File: src/ocp_regs.vh
// Purpose: register map and constants of the compare channel
// Assumes: byte-addressed avalon slave, 32-bit data, byte offsets below
// Notes:   one word per register, unused upper bits read as zero
`ifndef OCP_REGS_VH
`define OCP_REGS_VH

// ----------------------------------------
// register byte offsets
// ----------------------------------------
`define OCP_OFS_CTRL      6'h00
`define OCP_OFS_PRI       6'h04
`define OCP_OFS_SEC       6'h08
`define OCP_OFS_PER1      6'h0C
`define OCP_OFS_PER2      6'h10
`define OCP_OFS_TBCTL     6'h14
`define OCP_OFS_STAT      6'h18
`define OCP_OFS_MASK      6'h1C
`define OCP_OFS_CNT1      6'h20
`define OCP_OFS_CNT2      6'h24

// ----------------------------------------
// control register fields
// ----------------------------------------
`define OCP_CTRL_MODE_LSB 0
`define OCP_CTRL_MODE_MSB 2
`define OCP_CTRL_TBSEL    3
`define OCP_CTRL_FAULT    4
`define OCP_CTRL_RESET    16'h0000

// ----------------------------------------
// mode field encodings
// ----------------------------------------
`define OCP_MODE_OFF      3'h0
`define OCP_MODE_OS_LO    3'h1
`define OCP_MODE_OS_HI    3'h2
`define OCP_MODE_TOGGLE   3'h3
`define OCP_MODE_DLY_OS   3'h4
`define OCP_MODE_CONT     3'h5
`define OCP_MODE_PWM      3'h6
`define OCP_MODE_PWM_FLT  3'h7

// ----------------------------------------
// status and mask bits
// ----------------------------------------
`define OCP_ST_RISE       0
`define OCP_ST_FALL       1
`define OCP_ST_FAULT      2
`define OCP_ST_W          3

// ----------------------------------------
// reset values
// ----------------------------------------
`define OCP_PER_RESET     16'hFFFF
`define OCP_TB_RESET      2'h0

`endif

File: src/ocp_sync.v
// Purpose: two-flop synchroniser for pin inputs
// Assumes: single clock mclk
// Notes:   first stage is read only by the second stage
`timescale 1ns/1ps
module ocp_sync (
	mclk,
	resetn,
	async_i,
	sync_o
);
	input  wire mclk;
	input  wire resetn;
	input  wire async_i;
	output reg  sync_o;

	reg meta_q;

	// ----------------------------------------
	// two-stage capture
	// ----------------------------------------
	always @(posedge mclk or negedge resetn) begin
		if (!resetn) begin
			meta_q <= 1'b1;
			sync_o <= 1'b1;
		end else begin
			meta_q <= async_i;
			sync_o <= meta_q;
		end
	end
endmodule // ocp_sync

File: src/ocp_timebase.v
// Purpose: one 16-bit time base with period rollover
// Assumes: enable is a one-cycle pulse or a level from the bus side
// Notes:   count wraps to zero after matching the period
`timescale 1ns/1ps
module ocp_timebase #(
	parameter W = 16
) (
	mclk,
	resetn,
	run,
	period,
	count,
	wrap
);
	input  wire         mclk;
	input  wire         resetn;
	input  wire         run;
	input  wire [W-1:0] period;
	output reg  [W-1:0] count;
	output reg          wrap;

	// ----------------------------------------
	// counter
	// ----------------------------------------
	always @(posedge mclk or negedge resetn) begin
		if (!resetn) begin
			count <= {W{1'b0}};
			wrap  <= 1'b0;
		end else begin
			wrap <= 1'b0;
			if (run) begin
				if (count == period) begin
					count <= {W{1'b0}};
					wrap  <= 1'b1;
				end else begin
					count <= count + {{(W-1){1'b0}}, 1'b1};
				end
			end
		end
	end
endmodule // ocp_timebase

File: src/ocp_channel.v
// What this block does
// - time base chosen by select bit
// - compare primary, or primary and secondary
// - match changes pin per mode
// - mode zero disables, releases pin, pin_o tracks port
// - one-shots start low/high, edge interrupts
// - toggle keeps level, match inverts
// - toggle interrupts on both edges
// - delayed/continuous start low, falling interrupt
// - pwm start level from primary zero
// - plain pwm ignores fault, no interrupt
// - fault falling edge interrupts, sets flag
// - interrupt on mode-chosen pin edge
//
// Purpose: output compare / pwm channel with avalon-mm register slave
// Assumes: mclk 40 MHz; fault pin asynchronous, synchronised here
// Notes:   two internal time bases stand in for the shared timers
`timescale 1ns/1ps
`include "ocp_regs.vh"
module ocp_channel #(
	parameter W = 16
) (
	mclk,
	resetn,
	avs_address,
	avs_read,
	avs_write,
	avs_writedata,
	avs_readdata,
	avs_waitrequest,
	fault_input_a_n,
	gpio_level,
	compare_output_pin_o,
	compare_output_pin_oe,
	irq
);
	input  wire        mclk;
	input  wire        resetn;
	input  wire [5:0]  avs_address;
	input  wire        avs_read;
	input  wire        avs_write;
	input  wire [31:0] avs_writedata;
	output reg  [31:0] avs_readdata;
	output reg         avs_waitrequest;
	input  wire        fault_input_a_n;
	input  wire        gpio_level;
	output reg         compare_output_pin_o;
	output reg         compare_output_pin_oe;
	output reg         irq;

	// ----------------------------------------
	// registers
	// ----------------------------------------
	reg  [2:0]           compare_mode_field_q;
	reg                  timebase_select_q;
	reg                  fault_status_flag_q;
	reg  [W-1:0]         primary_compare_value_q;
	reg  [W-1:0]         secondary_compare_value_q;
	reg  [W-1:0]         duty_q;
	reg  [W-1:0]         period_first_q;
	reg  [W-1:0]         period_second_q;
	reg  [1:0]           tb_run_q;
	reg  [`OCP_ST_W-1:0] status_q;
	reg  [`OCP_ST_W-1:0] mask_q;
	reg                  pin_q;
	reg                  done_q;
	reg                  fault_q;
	reg                  gpio_q;
	reg                  flt_prev_q;
	reg                  ack_q;
	reg  [1:0]           run_prev_q;

	wire [W-1:0] cnt_first;
	wire [W-1:0] cnt_second;
	wire         wrap_first;
	wire         wrap_second;
	wire         flt_s;
	wire         gpio_s;

	// ----------------------------------------
	// time bases and synchronisers
	// ----------------------------------------
	ocp_timebase #(.W(W)) u_tb_first (
		.mclk   (mclk),
		.resetn (resetn),
		.run    (tb_run_q[0]),
		.period (period_first_q),
		.count  (cnt_first),
		.wrap   (wrap_first)
	);

	ocp_timebase #(.W(W)) u_tb_second (
		.mclk   (mclk),
		.resetn (resetn),
		.run    (tb_run_q[1]),
		.period (period_second_q),
		.count  (cnt_second),
		.wrap   (wrap_second)
	);

	ocp_sync u_sync_flt (
		.mclk    (mclk),
		.resetn  (resetn),
		.async_i (fault_input_a_n),
		.sync_o  (flt_s)
	);

	ocp_sync u_sync_gpio (
		.mclk    (mclk),
		.resetn  (resetn),
		.async_i (gpio_level),
		.sync_o  (gpio_s)
	);

	// ----------------------------------------
	// time base selection and matches
	// ----------------------------------------
	// select counter by bit
	wire [W-1:0] tb_cnt  = timebase_select_q ? cnt_second : cnt_first;
	wire         tb_wrap = timebase_select_q ? wrap_second : wrap_first;
	// a held count must not match again, toggle would run away
	wire         fresh   = timebase_select_q ? run_prev_q[1] : run_prev_q[0];
	wire         m_pri   = fresh & (tb_cnt == primary_compare_value_q);
	wire         m_sec   = fresh & (tb_cnt == secondary_compare_value_q);
	wire         m_duty  = fresh & (tb_cnt == duty_q);
	wire         is_pwm  = compare_mode_field_q[2] & compare_mode_field_q[1];
	wire         flt_fall = flt_prev_q & ~flt_s;

	// bus decode
	wire wr_ctrl = avs_write & (avs_address == `OCP_OFS_CTRL);
	wire rd_stat = avs_read & (avs_address == `OCP_OFS_STAT) & ~ack_q;

	// ----------------------------------------
	// next pin level per mode
	// ----------------------------------------
	reg pin_d;
	reg done_d;
	always @* begin
		pin_d  = pin_q;
		done_d = done_q;
		case (compare_mode_field_q)
		`OCP_MODE_OS_LO: begin
			if (m_pri && !done_q) begin
				pin_d  = 1'b1;
				done_d = 1'b1;
			end
		end
		`OCP_MODE_OS_HI: begin
			if (m_pri && !done_q) begin
				pin_d  = 1'b0;
				done_d = 1'b1;
			end
		end
		`OCP_MODE_TOGGLE: begin
			if (m_pri)
				pin_d = ~pin_q;
		end
		`OCP_MODE_DLY_OS, `OCP_MODE_CONT: begin
			// rise at primary, fall at secondary
			if (m_pri && !done_q)
				pin_d = 1'b1;
			else if (m_sec && pin_q) begin
				pin_d = 1'b0;
				if (compare_mode_field_q == `OCP_MODE_DLY_OS)
					done_d = 1'b1;
			end
		end
		`OCP_MODE_PWM, `OCP_MODE_PWM_FLT: begin
			if (tb_wrap)
				pin_d = (duty_q != {W{1'b0}});
			else if (m_duty)
				pin_d = 1'b0;
		end
		default: begin
			pin_d = pin_q;
		end
		endcase
	end

	// ----------------------------------------
	// channel state
	// ----------------------------------------
	always @(posedge mclk or negedge resetn) begin
		if (!resetn) begin
			pin_q      <= 1'b0;
			done_q     <= 1'b0;
			fault_q    <= 1'b0;
			flt_prev_q <= 1'b1;
			gpio_q     <= 1'b0;
			duty_q     <= {W{1'b0}};
			run_prev_q <= 2'h0;
		end else begin
			flt_prev_q <= flt_s;
			gpio_q     <= gpio_s;
			run_prev_q <= tb_run_q;
			if (wr_ctrl && !avs_waitrequest) begin
				done_q  <= 1'b0;
				// rewrite of mode lifts fault hold
				// a fault in the same cycle still sets it
				fault_q <= flt_fall
					& (compare_mode_field_q == `OCP_MODE_PWM_FLT);
				case (avs_writedata[2:0])
				`OCP_MODE_OS_LO:  pin_q <= 1'b0;
				`OCP_MODE_OS_HI:  pin_q <= 1'b1;
				`OCP_MODE_TOGGLE: pin_q <= pin_q;
				`OCP_MODE_DLY_OS: pin_q <= 1'b0;
				`OCP_MODE_CONT:   pin_q <= 1'b0;
				`OCP_MODE_PWM, `OCP_MODE_PWM_FLT: begin
					pin_q  <= (primary_compare_value_q != {W{1'b0}});
					duty_q <= primary_compare_value_q;
				end
				default: pin_q <= gpio_q;
				endcase
			end else begin
				pin_q  <= pin_d;
				done_q <= done_d;
				if (is_pwm && tb_wrap)
					duty_q <= secondary_compare_value_q;
				if (compare_mode_field_q == `OCP_MODE_PWM_FLT && flt_fall)
					fault_q <= 1'b1;
				if (compare_mode_field_q == `OCP_MODE_OFF)
					pin_q <= gpio_q;
			end
		end
	end

	// ----------------------------------------
	// events and interrupt status
	// ----------------------------------------
	wire pin_rise = ~pin_q & pin_d;
	wire pin_fall = pin_q & ~pin_d;
	reg  [`OCP_ST_W-1:0] ev;
	always @* begin
		ev = {`OCP_ST_W{1'b0}};
		case (compare_mode_field_q)
		`OCP_MODE_OS_LO:  ev[`OCP_ST_RISE] = pin_rise;
		`OCP_MODE_OS_HI:  ev[`OCP_ST_FALL] = pin_fall;
		`OCP_MODE_TOGGLE: begin
			ev[`OCP_ST_RISE] = pin_rise;
			ev[`OCP_ST_FALL] = pin_fall;
		end
		`OCP_MODE_DLY_OS, `OCP_MODE_CONT: ev[`OCP_ST_FALL] = pin_fall;
		`OCP_MODE_PWM_FLT: ev[`OCP_ST_FAULT] = flt_fall;
		default: ev = {`OCP_ST_W{1'b0}};
		endcase
	end

	// ----------------------------------------
	// avalon-mm slave, one wait state
	// ----------------------------------------
	// ack_q marks the answer cycle; waitrequest low only then
	always @(posedge mclk or negedge resetn) begin
		if (!resetn) begin
			compare_mode_field_q      <= 3'h0;
			timebase_select_q         <= 1'b0;
			primary_compare_value_q   <= {W{1'b0}};
			secondary_compare_value_q <= {W{1'b0}};
			period_first_q            <= `OCP_PER_RESET;
			period_second_q           <= `OCP_PER_RESET;
			tb_run_q                  <= `OCP_TB_RESET;
			status_q                  <= {`OCP_ST_W{1'b0}};
			mask_q                    <= {`OCP_ST_W{1'b0}};
			ack_q                     <= 1'b0;
			avs_waitrequest           <= 1'b1;
			avs_readdata              <= 32'h0000_0000;
			fault_status_flag_q       <= 1'b0;
		end else begin
			ack_q           <= (avs_read | avs_write) & ~ack_q;
			avs_waitrequest <= ~((avs_read | avs_write) & ~ack_q);
			fault_status_flag_q <= fault_q;
			// read clears status, new events win
			if (rd_stat)
				status_q <= ev;
			else
				status_q <= status_q | ev;
			if (avs_read && !ack_q) begin
				case (avs_address)
				`OCP_OFS_CTRL: avs_readdata <= {27'h0, fault_status_flag_q,
					timebase_select_q, compare_mode_field_q};
				`OCP_OFS_PRI:  avs_readdata <= {16'h0, primary_compare_value_q};
				`OCP_OFS_SEC:  avs_readdata <= {16'h0,
					secondary_compare_value_q};
				`OCP_OFS_PER1: avs_readdata <= {16'h0, period_first_q};
				`OCP_OFS_PER2: avs_readdata <= {16'h0, period_second_q};
				`OCP_OFS_TBCTL: avs_readdata <= {30'h0, tb_run_q};
				`OCP_OFS_STAT: avs_readdata <= {29'h0, status_q};
				`OCP_OFS_MASK: avs_readdata <= {29'h0, mask_q};
				`OCP_OFS_CNT1: avs_readdata <= {16'h0, cnt_first};
				`OCP_OFS_CNT2: avs_readdata <= {16'h0, cnt_second};
				default:       avs_readdata <= 32'h0000_0000;
				endcase
			end
			// caller stops timer; no interlock here
			if (avs_write && !ack_q) begin
				case (avs_address)
				`OCP_OFS_CTRL: begin
					compare_mode_field_q <= avs_writedata[2:0];
					timebase_select_q    <= avs_writedata[`OCP_CTRL_TBSEL];
				end
				`OCP_OFS_PRI:   primary_compare_value_q <= avs_writedata[15:0];
				`OCP_OFS_SEC:   secondary_compare_value_q <= avs_writedata[15:0];
				`OCP_OFS_PER1:  period_first_q <= avs_writedata[15:0];
				`OCP_OFS_PER2:  period_second_q <= avs_writedata[15:0];
				`OCP_OFS_TBCTL: tb_run_q <= avs_writedata[1:0];
				`OCP_OFS_MASK:  mask_q <= avs_writedata[2:0];
				default: ;
				endcase
			end
		end
	end

	// ----------------------------------------
	// registered outputs
	// ----------------------------------------
	always @(posedge mclk or negedge resetn) begin
		if (!resetn) begin
			compare_output_pin_o  <= 1'b0;
			compare_output_pin_oe <= 1'b0;
			irq                   <= 1'b0;
		end else begin
			compare_output_pin_o  <= pin_q;
			compare_output_pin_oe <= (compare_mode_field_q != `OCP_MODE_OFF)
				& ~fault_q;
			irq <= |(status_q & mask_q);
		end
	end
endmodule // ocp_channel

File: config.mk
export PLATFORM = sky130hd
export DESIGN_NAME = ocp_channel
export DESIGN_NICKNAME = d
export VERILOG_FILES = /design/src/ocp_sync.v /design/src/ocp_timebase.v /design/src/ocp_channel.v
export VERILOG_INCLUDE_DIRS = /design/src
export SDC_FILE = /design/constraint.sdc
export NUM_CORES = 1
export LEC_CHECK = 0
export BUFFER_PORTS_ARGS = -buffer_cell sky130_fd_sc_hd__buf_2
export CAP_MARGIN = 10
export CORE_MARGIN = 8
export CORE_UTILIZATION = 52
export CTS_BUF_LIST = sky130_fd_sc_hd__clkbuf_8
export CTS_CLUSTER_DIAMETER = 60
export DETAILED_ROUTE_END_ITERATION = 8
export PLACE_DENSITY = 0.71
export SYNTH_ARGS = -nofsm -noshare
export SYNTH_HDL_FRONTEND = slang
export SYNTH_SLANG_ARGS = --single-unit
File: constraint.sdc
create_clock -name mclk -period 5.14 [get_ports mclk]
set_clock_uncertainty 0.05 [all_clocks]
set_input_delay 0.771 -clock mclk [delete_from_list [all_inputs] [get_ports mclk]]
set_output_delay 0.771 -clock mclk [all_outputs]
set_load 0.005 [all_outputs]
==> Word level (Yosys, flattened, before mapping) <==
Index checks and enable logic that the tools add are counted.
{ "classes": {"eq_ne": 34, "reduce_logical": 35, "n_bitwise": 22, "n_addsub": 2, "n_mux": 36} }
{ "ops": {"columns": ["operator", "n"], "rows": [
  ["16-bit case mux with 10 select lines", 1],
  ["16-bit two-way mux", 6],
  ["16-bit == test", 5],
  ["16-bit by 1-bit adder with 16-bit output (second input constant)", 2],
  ["16-bit nonzero test", 2],
  ["1-bit two-way mux", 25],
  ["3-bit == test (second input constant)", 8],
  ["6-bit by 5-bit == test with 1-bit output (second input constant)", 4],
  ["2-bit AND reduction", 8],
  ["1-bit AND", 13],
  ["3-bit by 2-bit == test with 1-bit output (second input constant)", 4],
  ["6-bit by 4-bit == test with 1-bit output (second input constant)", 2],
  ["6-bit == test (second input constant)", 2],
  ["2-bit OR reduction", 5],
  ["3-bit != test (second input constant)", 3],
  ["1-bit logical AND", 7],
  ["3-bit by 1-bit == test with 1-bit output (second input constant)", 2],
  ["6-bit by 3-bit == test with 1-bit output (second input constant)", 1],
  ["6-bit logical NOT", 1],
  ["1-bit inverter", 6],
  ["3-bit nonzero test", 2],
  ["3-bit OR reduction", 2],
  ["1-bit case mux with 5 select lines", 1],
  ["5-bit AND reduction", 1],
  ["13 further kinds", 16]
]} }
{ "totals": {"out_inout_bits": 36, "register_bits": 175, "in_bits": 44} }

==> Longest topological paths before layout <==
{ "depth": {"ltp_word": 12, "mapped_depth": 10} }

==> Cells and area by module <==
From an unflattened synthesis, not the netlist that was laid out.
{ "hier_totals": {"cells_unflattened": 856, "area_unflattened_um2": 9145.0} }
{ "by_module_without_submodules": {"columns": ["module", "area_each_um2", "cells_each", "n_inst", "seq_area_each_um2"], "rows": [
  ["ocp_channel", 6779.0, 612, 1, 3070.4],
  ["ocp_timebase (u_tb_first)", 1148.6, 121, 1, 425.4],
  ["ocp_timebase (u_tb_second)", 1112.3, 119, 1, 425.4],
  ["ocp_sync", 52.6, 2, 2, 52.6]
]} }

==> Worst setup path after synthesis <==
No wires, ideal clock.
{ "synth_timing": {"path_kind": "input to register", "startpoint": "input avs_address[2]", "endpoint": "register period_first_q[10]", "arrival_ns": 2.660, "slack_ns": 2.348, "setup_time_ns": 0.082, "cell_stages": 6, "path_cell_list": "clkbuf_1 -> buf_1 -> nand3_1 -> nor2_1 -> clkbuf_1 -> mux2_2"} }
{ "synth_via": {"elab_chain_len": 2} }
{ "synth_rtl": {"columns": ["element", "line", "rtl"], "rows": [
  ["start, declared", "ocp_channel.v:39", "input wire [5:0] avs_address;"],
  ["6-bit by 4-bit == test with 1-bit output", "ocp_channel.v:295", "case (avs_address)"],
  ["2-bit AND reduction (no line)", null, null],
  ["end signal, assigned", "ocp_channel.v:258", "period_first_q <= `OCP_PER_RESET;"],
  ["end signal, assigned", "ocp_channel.v:302", "`OCP_OFS_PER1: period_first_q <= avs_writedata[15:0];"],
  ["end, declared", "ocp_channel.v:60", "reg [W-1:0] period_first_q;"]
]} }
No other way between the ends.
A chain may end at the register's enable or synchronous reset.

==> Worst setup path after layout <==
{ "layout_timing": {"startpoint": "register timebase_select_q", "endpoint": "register status_q[1]"} }
{ "layout_via": {"elab_chain_len": 12, "elab_cells_between_ends": 24, "classes_between": "3 x eq/ne; 13 x mux; 6 x bitwise; 2 x reduce/logical"} }
{ "layout_rtl": {"columns": ["element", "line", "rtl"], "rows": [
  ["start, declared", "ocp_channel.v:55", "reg timebase_select_q;"],
  ["start signal, assigned", "ocp_channel.v:298", "timebase_select_q <= avs_writedata[`OCP_CTRL_TBSEL];"],
  ["16-bit two-way mux", "ocp_channel.v:119", "wire [W-1:0] tb_cnt = timebase_select_q ? cnt_second : cnt_first;"],
  ["16-bit == test", "ocp_channel.v:124", "wire m_sec = fresh & (tb_cnt == secondary_compare_value_q);"],
  ["1-bit AND", "ocp_channel.v:124", null],
  ["1-bit logical AND", "ocp_channel.v:162", "else if (m_sec && pin_q) begin"],
  ["1-bit two-way mux", "ocp_channel.v:162", null],
  ["1-bit two-way mux", "ocp_channel.v:160", "if (m_pri && !done_q)"],
  ["1-bit case mux with 5 select lines *", "ocp_channel.v:141", "case (compare_mode_field_q)"],
  ["1-bit inverter *", "ocp_channel.v:231", "wire pin_fall = pin_q & ~pin_d;"],
  ["1-bit AND *", "ocp_channel.v:231", null],
  ["1-bit two-way mux *", "ocp_channel.v:235", "case (compare_mode_field_q)"],
  ["3-bit bitwise OR", "ocp_channel.v:275", "status_q <= status_q | ev;"],
  ["3-bit two-way mux *", "ocp_channel.v:272", "if (rd_stat)"],
  ["end signal, assigned", "ocp_channel.v:261", "status_q <= {`OCP_ST_W{1'b0}};"],
  ["end signal, assigned", "ocp_channel.v:273", "status_q <= ev;"],
  ["end signal, assigned", "ocp_channel.v:275", null],
  ["end, declared", "ocp_channel.v:63", "reg [`OCP_ST_W-1:0] status_q;"]
]} }
Mark *: on every way between the ends. The rest lies on a longest branch, timed or not.

==> reports/results.ini <==
[run_status]
status = finished, final reports clean

[critical_path]
critPathMaxFanout = 12
arrival_ns = 3.97
endpoint_kind = register
crit_path_start_kind = register
reg2reg_from = timebase_select_q$_DFFE_PN0P_
reg2reg_to = status_q[1]$_DFF_PN0_
critPathRequiredTime_ns = 5.44
reg2reg_slack_ns = 1.47
rr_worst_depth = 8
critPathKind = reg2reg

[grt]
overflow = 0
grt_use_met2 = 0.3556
grt_use_met1 = 0.2983
grt_antenna_before_repair = 0
grt_pass1_vias = 6448
grt_usage = 0.2224
grt_busiest_layer = met2
grt_pass1_wl_mm = 36.82
grt_max_degree = 111
met3_usage = 0.04136

[synthesis]
synth-xor-area-share = 0.09928
synth_edf_count = 0
synth_fa_ha_area_frac = 0.007163
ys_ff_latch = 159
synth_compound_area_frac = 0.09871
synth.avg_cell_area_um2 = 10.89
async_flop_share = 1.000
synth.distinct_cells = 56
synth_flop_cell = dfrtp_1
seq_area_frac_synth = 0.4610
yosysWarnings = 0
syn_area_um2 = 8733
synth_top_family_by_area = multiplexers
synthCells = 802
synthMuxAreaShare = 0.1712
synth-simple-area-share = 0.1193

[pwr]
cellLeakagePower_nw = 4.169
p_per_area_nw_per_um2 = 323.7
power_w = 0.003058
peakVddDrop_uv = 172.7

[sta]
min_period_ns = 3.667
slew-limit-headroom = 0.2251
tns_ns = 0
whs_ns = 0.3150
tightest_slew_ns = 1.158
max_freq_mhz = 272.7
setup_viol = 0
period_share = 0.7134
rsz0062_at_grt = false
finalMaxSlewViolations = 0
hold_viol = 0

[place]
dp_cells = 1024
routabilityCongestion = 0.9230
port-buffer-count = 47
dp_hpwl_mm = 17.64

[cells_and_area]
area_delta_synth_final_pct = 8.181
nets = 873
final_util = 0.5717
antenna_cells = 0
stdcell_count = 1057
drive_gt1_frac = 0.2700

[floorplan]
fp.coreArea_um2 = 16520
rows = 47
start_util = 0.5285
ios = 80
die_h_um = 145.6
dieArea_um2 = 21200
die_x_um = 145.6

[clock_tree]
clkSlewWorstSetupHoldPaths_ns = 0.09
insertion_delay_ns = 0.46
root_buffer = clkbuf_8
cts_setup_buffers = 0
holdBufCountCts = 0
cts_resized = 0
cts_htree_levels = 4
cts_tree = built
clk_path_buf_depth = 2
cts_buffers = 17
clkSinkCount = 159

[min_path]
min_from = u_sync_gpio.meta_q$_DFF_PN1_
hold_end = u_sync_gpio.sync_o$_DFF_PN1_
whs_path_depth = 0
hold_path.class = reg2reg

[routing]
drt_first_pass_iters = 7
drcViolationCount = 0
vias = 6480
vias_per_cell = 6.131
finalWirelength_mm = 23.41
drtAntennaViolNets = 0
routedWlPerCell_um = 22.15
dr.first_iter.drc_count = 844

[run]
maxCapViolCount = 0

[sequential cells by signal, summed over array words and instances (netlist names), 3 cells and up]
register,cells
avs_readdata,16
compare_mode_field_q,3
duty_q,16
mask_q,3
period_first_q,16
period_second_q,16
primary_compare_value_q,16
secondary_compare_value_q,16
status_q,3
u_tb_first.count,16
u_tb_second.count,16
[layout make-up]
class                           count  area [um2]
Clock buffer                       19       261.5
Clock inverter                     13       126.4
Fill cell                        1414        7077
Inverter                           10       37.54
Multi-Input combinational cell    581        4399
Sequential cell                   159        4026
Tap cell                          220       275.3
Timing Repair Buffer               55       321.6
[worst max path at each step]
stage / end / start
final: status_q[1]$_DFF_PN0_ / timebase_select_q$_DFFE_PN0P_
after global routing: status_q[1]$_DFF_PN0_ / timebase_select_q$_DFFE_PN0P_
after global placement: duty_q[15]$_DFFE_PN0P_ / avs_address[1]
after floorplan: period_first_q[10]$_DFFE_PN1P_ / avs_address[2]
after CTS: status_q[1]$_DFF_PN0_ / timebase_select_q$_DFFE_PN0P_
after detailed placement: status_q[1]$_DFF_PN0_ / timebase_select_q$_DFFE_PN0P_
[layer usage]
metal  routed length, um  share of wire
met1               10350           0.44
met2               11060           0.47
met3                1486          0.063
met4                 512          0.022
met5                   0              0
[placed cells by master (no fill, tap or decap), types with 18 or more instances in the layout]
cell	n
nand2_1	32
dfrtp_1	121
nand4_1	18
nand3_1	27
a21oi_1	23
o21ai_0	24
mux2_2	87
clkbuf_8	19
buf_2	46
nor2_1	67
dfstp_2	38
xnor2_1	70
mux2i_1	28
xor2_1	29
nor4_1	18
[logic make-up after synthesis]
group,after synthesis
and+or+nand+nor,209
xor gates and xnor gates,99
AOI/OAI and AO/OA,123
adders and majority gates,5
other,1
DFF,159
buffers and inverters,77
muxes,129
[power by group]
group          switching (W)  internal, W  total (W)
logic               0.000307     0.000273   0.000580
clock network       0.000496     0.000417   0.000913
registers           0.000181      0.00138    0.00156
[synth_stat cells, types with 18 or more instances]
cell | number | area [um2]
a21oi_1 | 23 | 115.1
clkbuf_1 | 44 | 165.2
dfrtp_1 | 121 | 3028
dfstp_2 | 38 | 998.5
mux2_2 | 87 | 979.7
mux2i_1 | 28 | 280.3
nand2_1 | 32 | 120.1
nand3_1 | 27 | 135.1
nand4_1 | 18 | 112.6
nor2_1 | 67 | 251.5
nor4_1 | 18 | 112.6
o21ai_0 | 24 | 120.1
xnor2_1 | 70 | 613.1
xor2_1 | 29 | 254.0
[critical path: stages (launching register included)]
cell and delay (ns):
dfrtp_1 0.86, mux2i_1 0.60, xnor2_1 0.15, nor4_1 0.68, nand3_1 0.22, or4b_1 0.54
o2111ai_2 0.14, nor2_2 0.06, a32o_1 0.23
[per-stage QoR]
step | cell area [um2] | worst slack, ns
detailed placement | 9032 | 1.634
CTS | 9420 | 1.598
global placement | 9032 | 1.761
floorplan | 8790 | 2.348
global route | 9448 | 1.370
finish | 9448 | 1.473
Note: power is estimated with default switching activity, not from simulation.
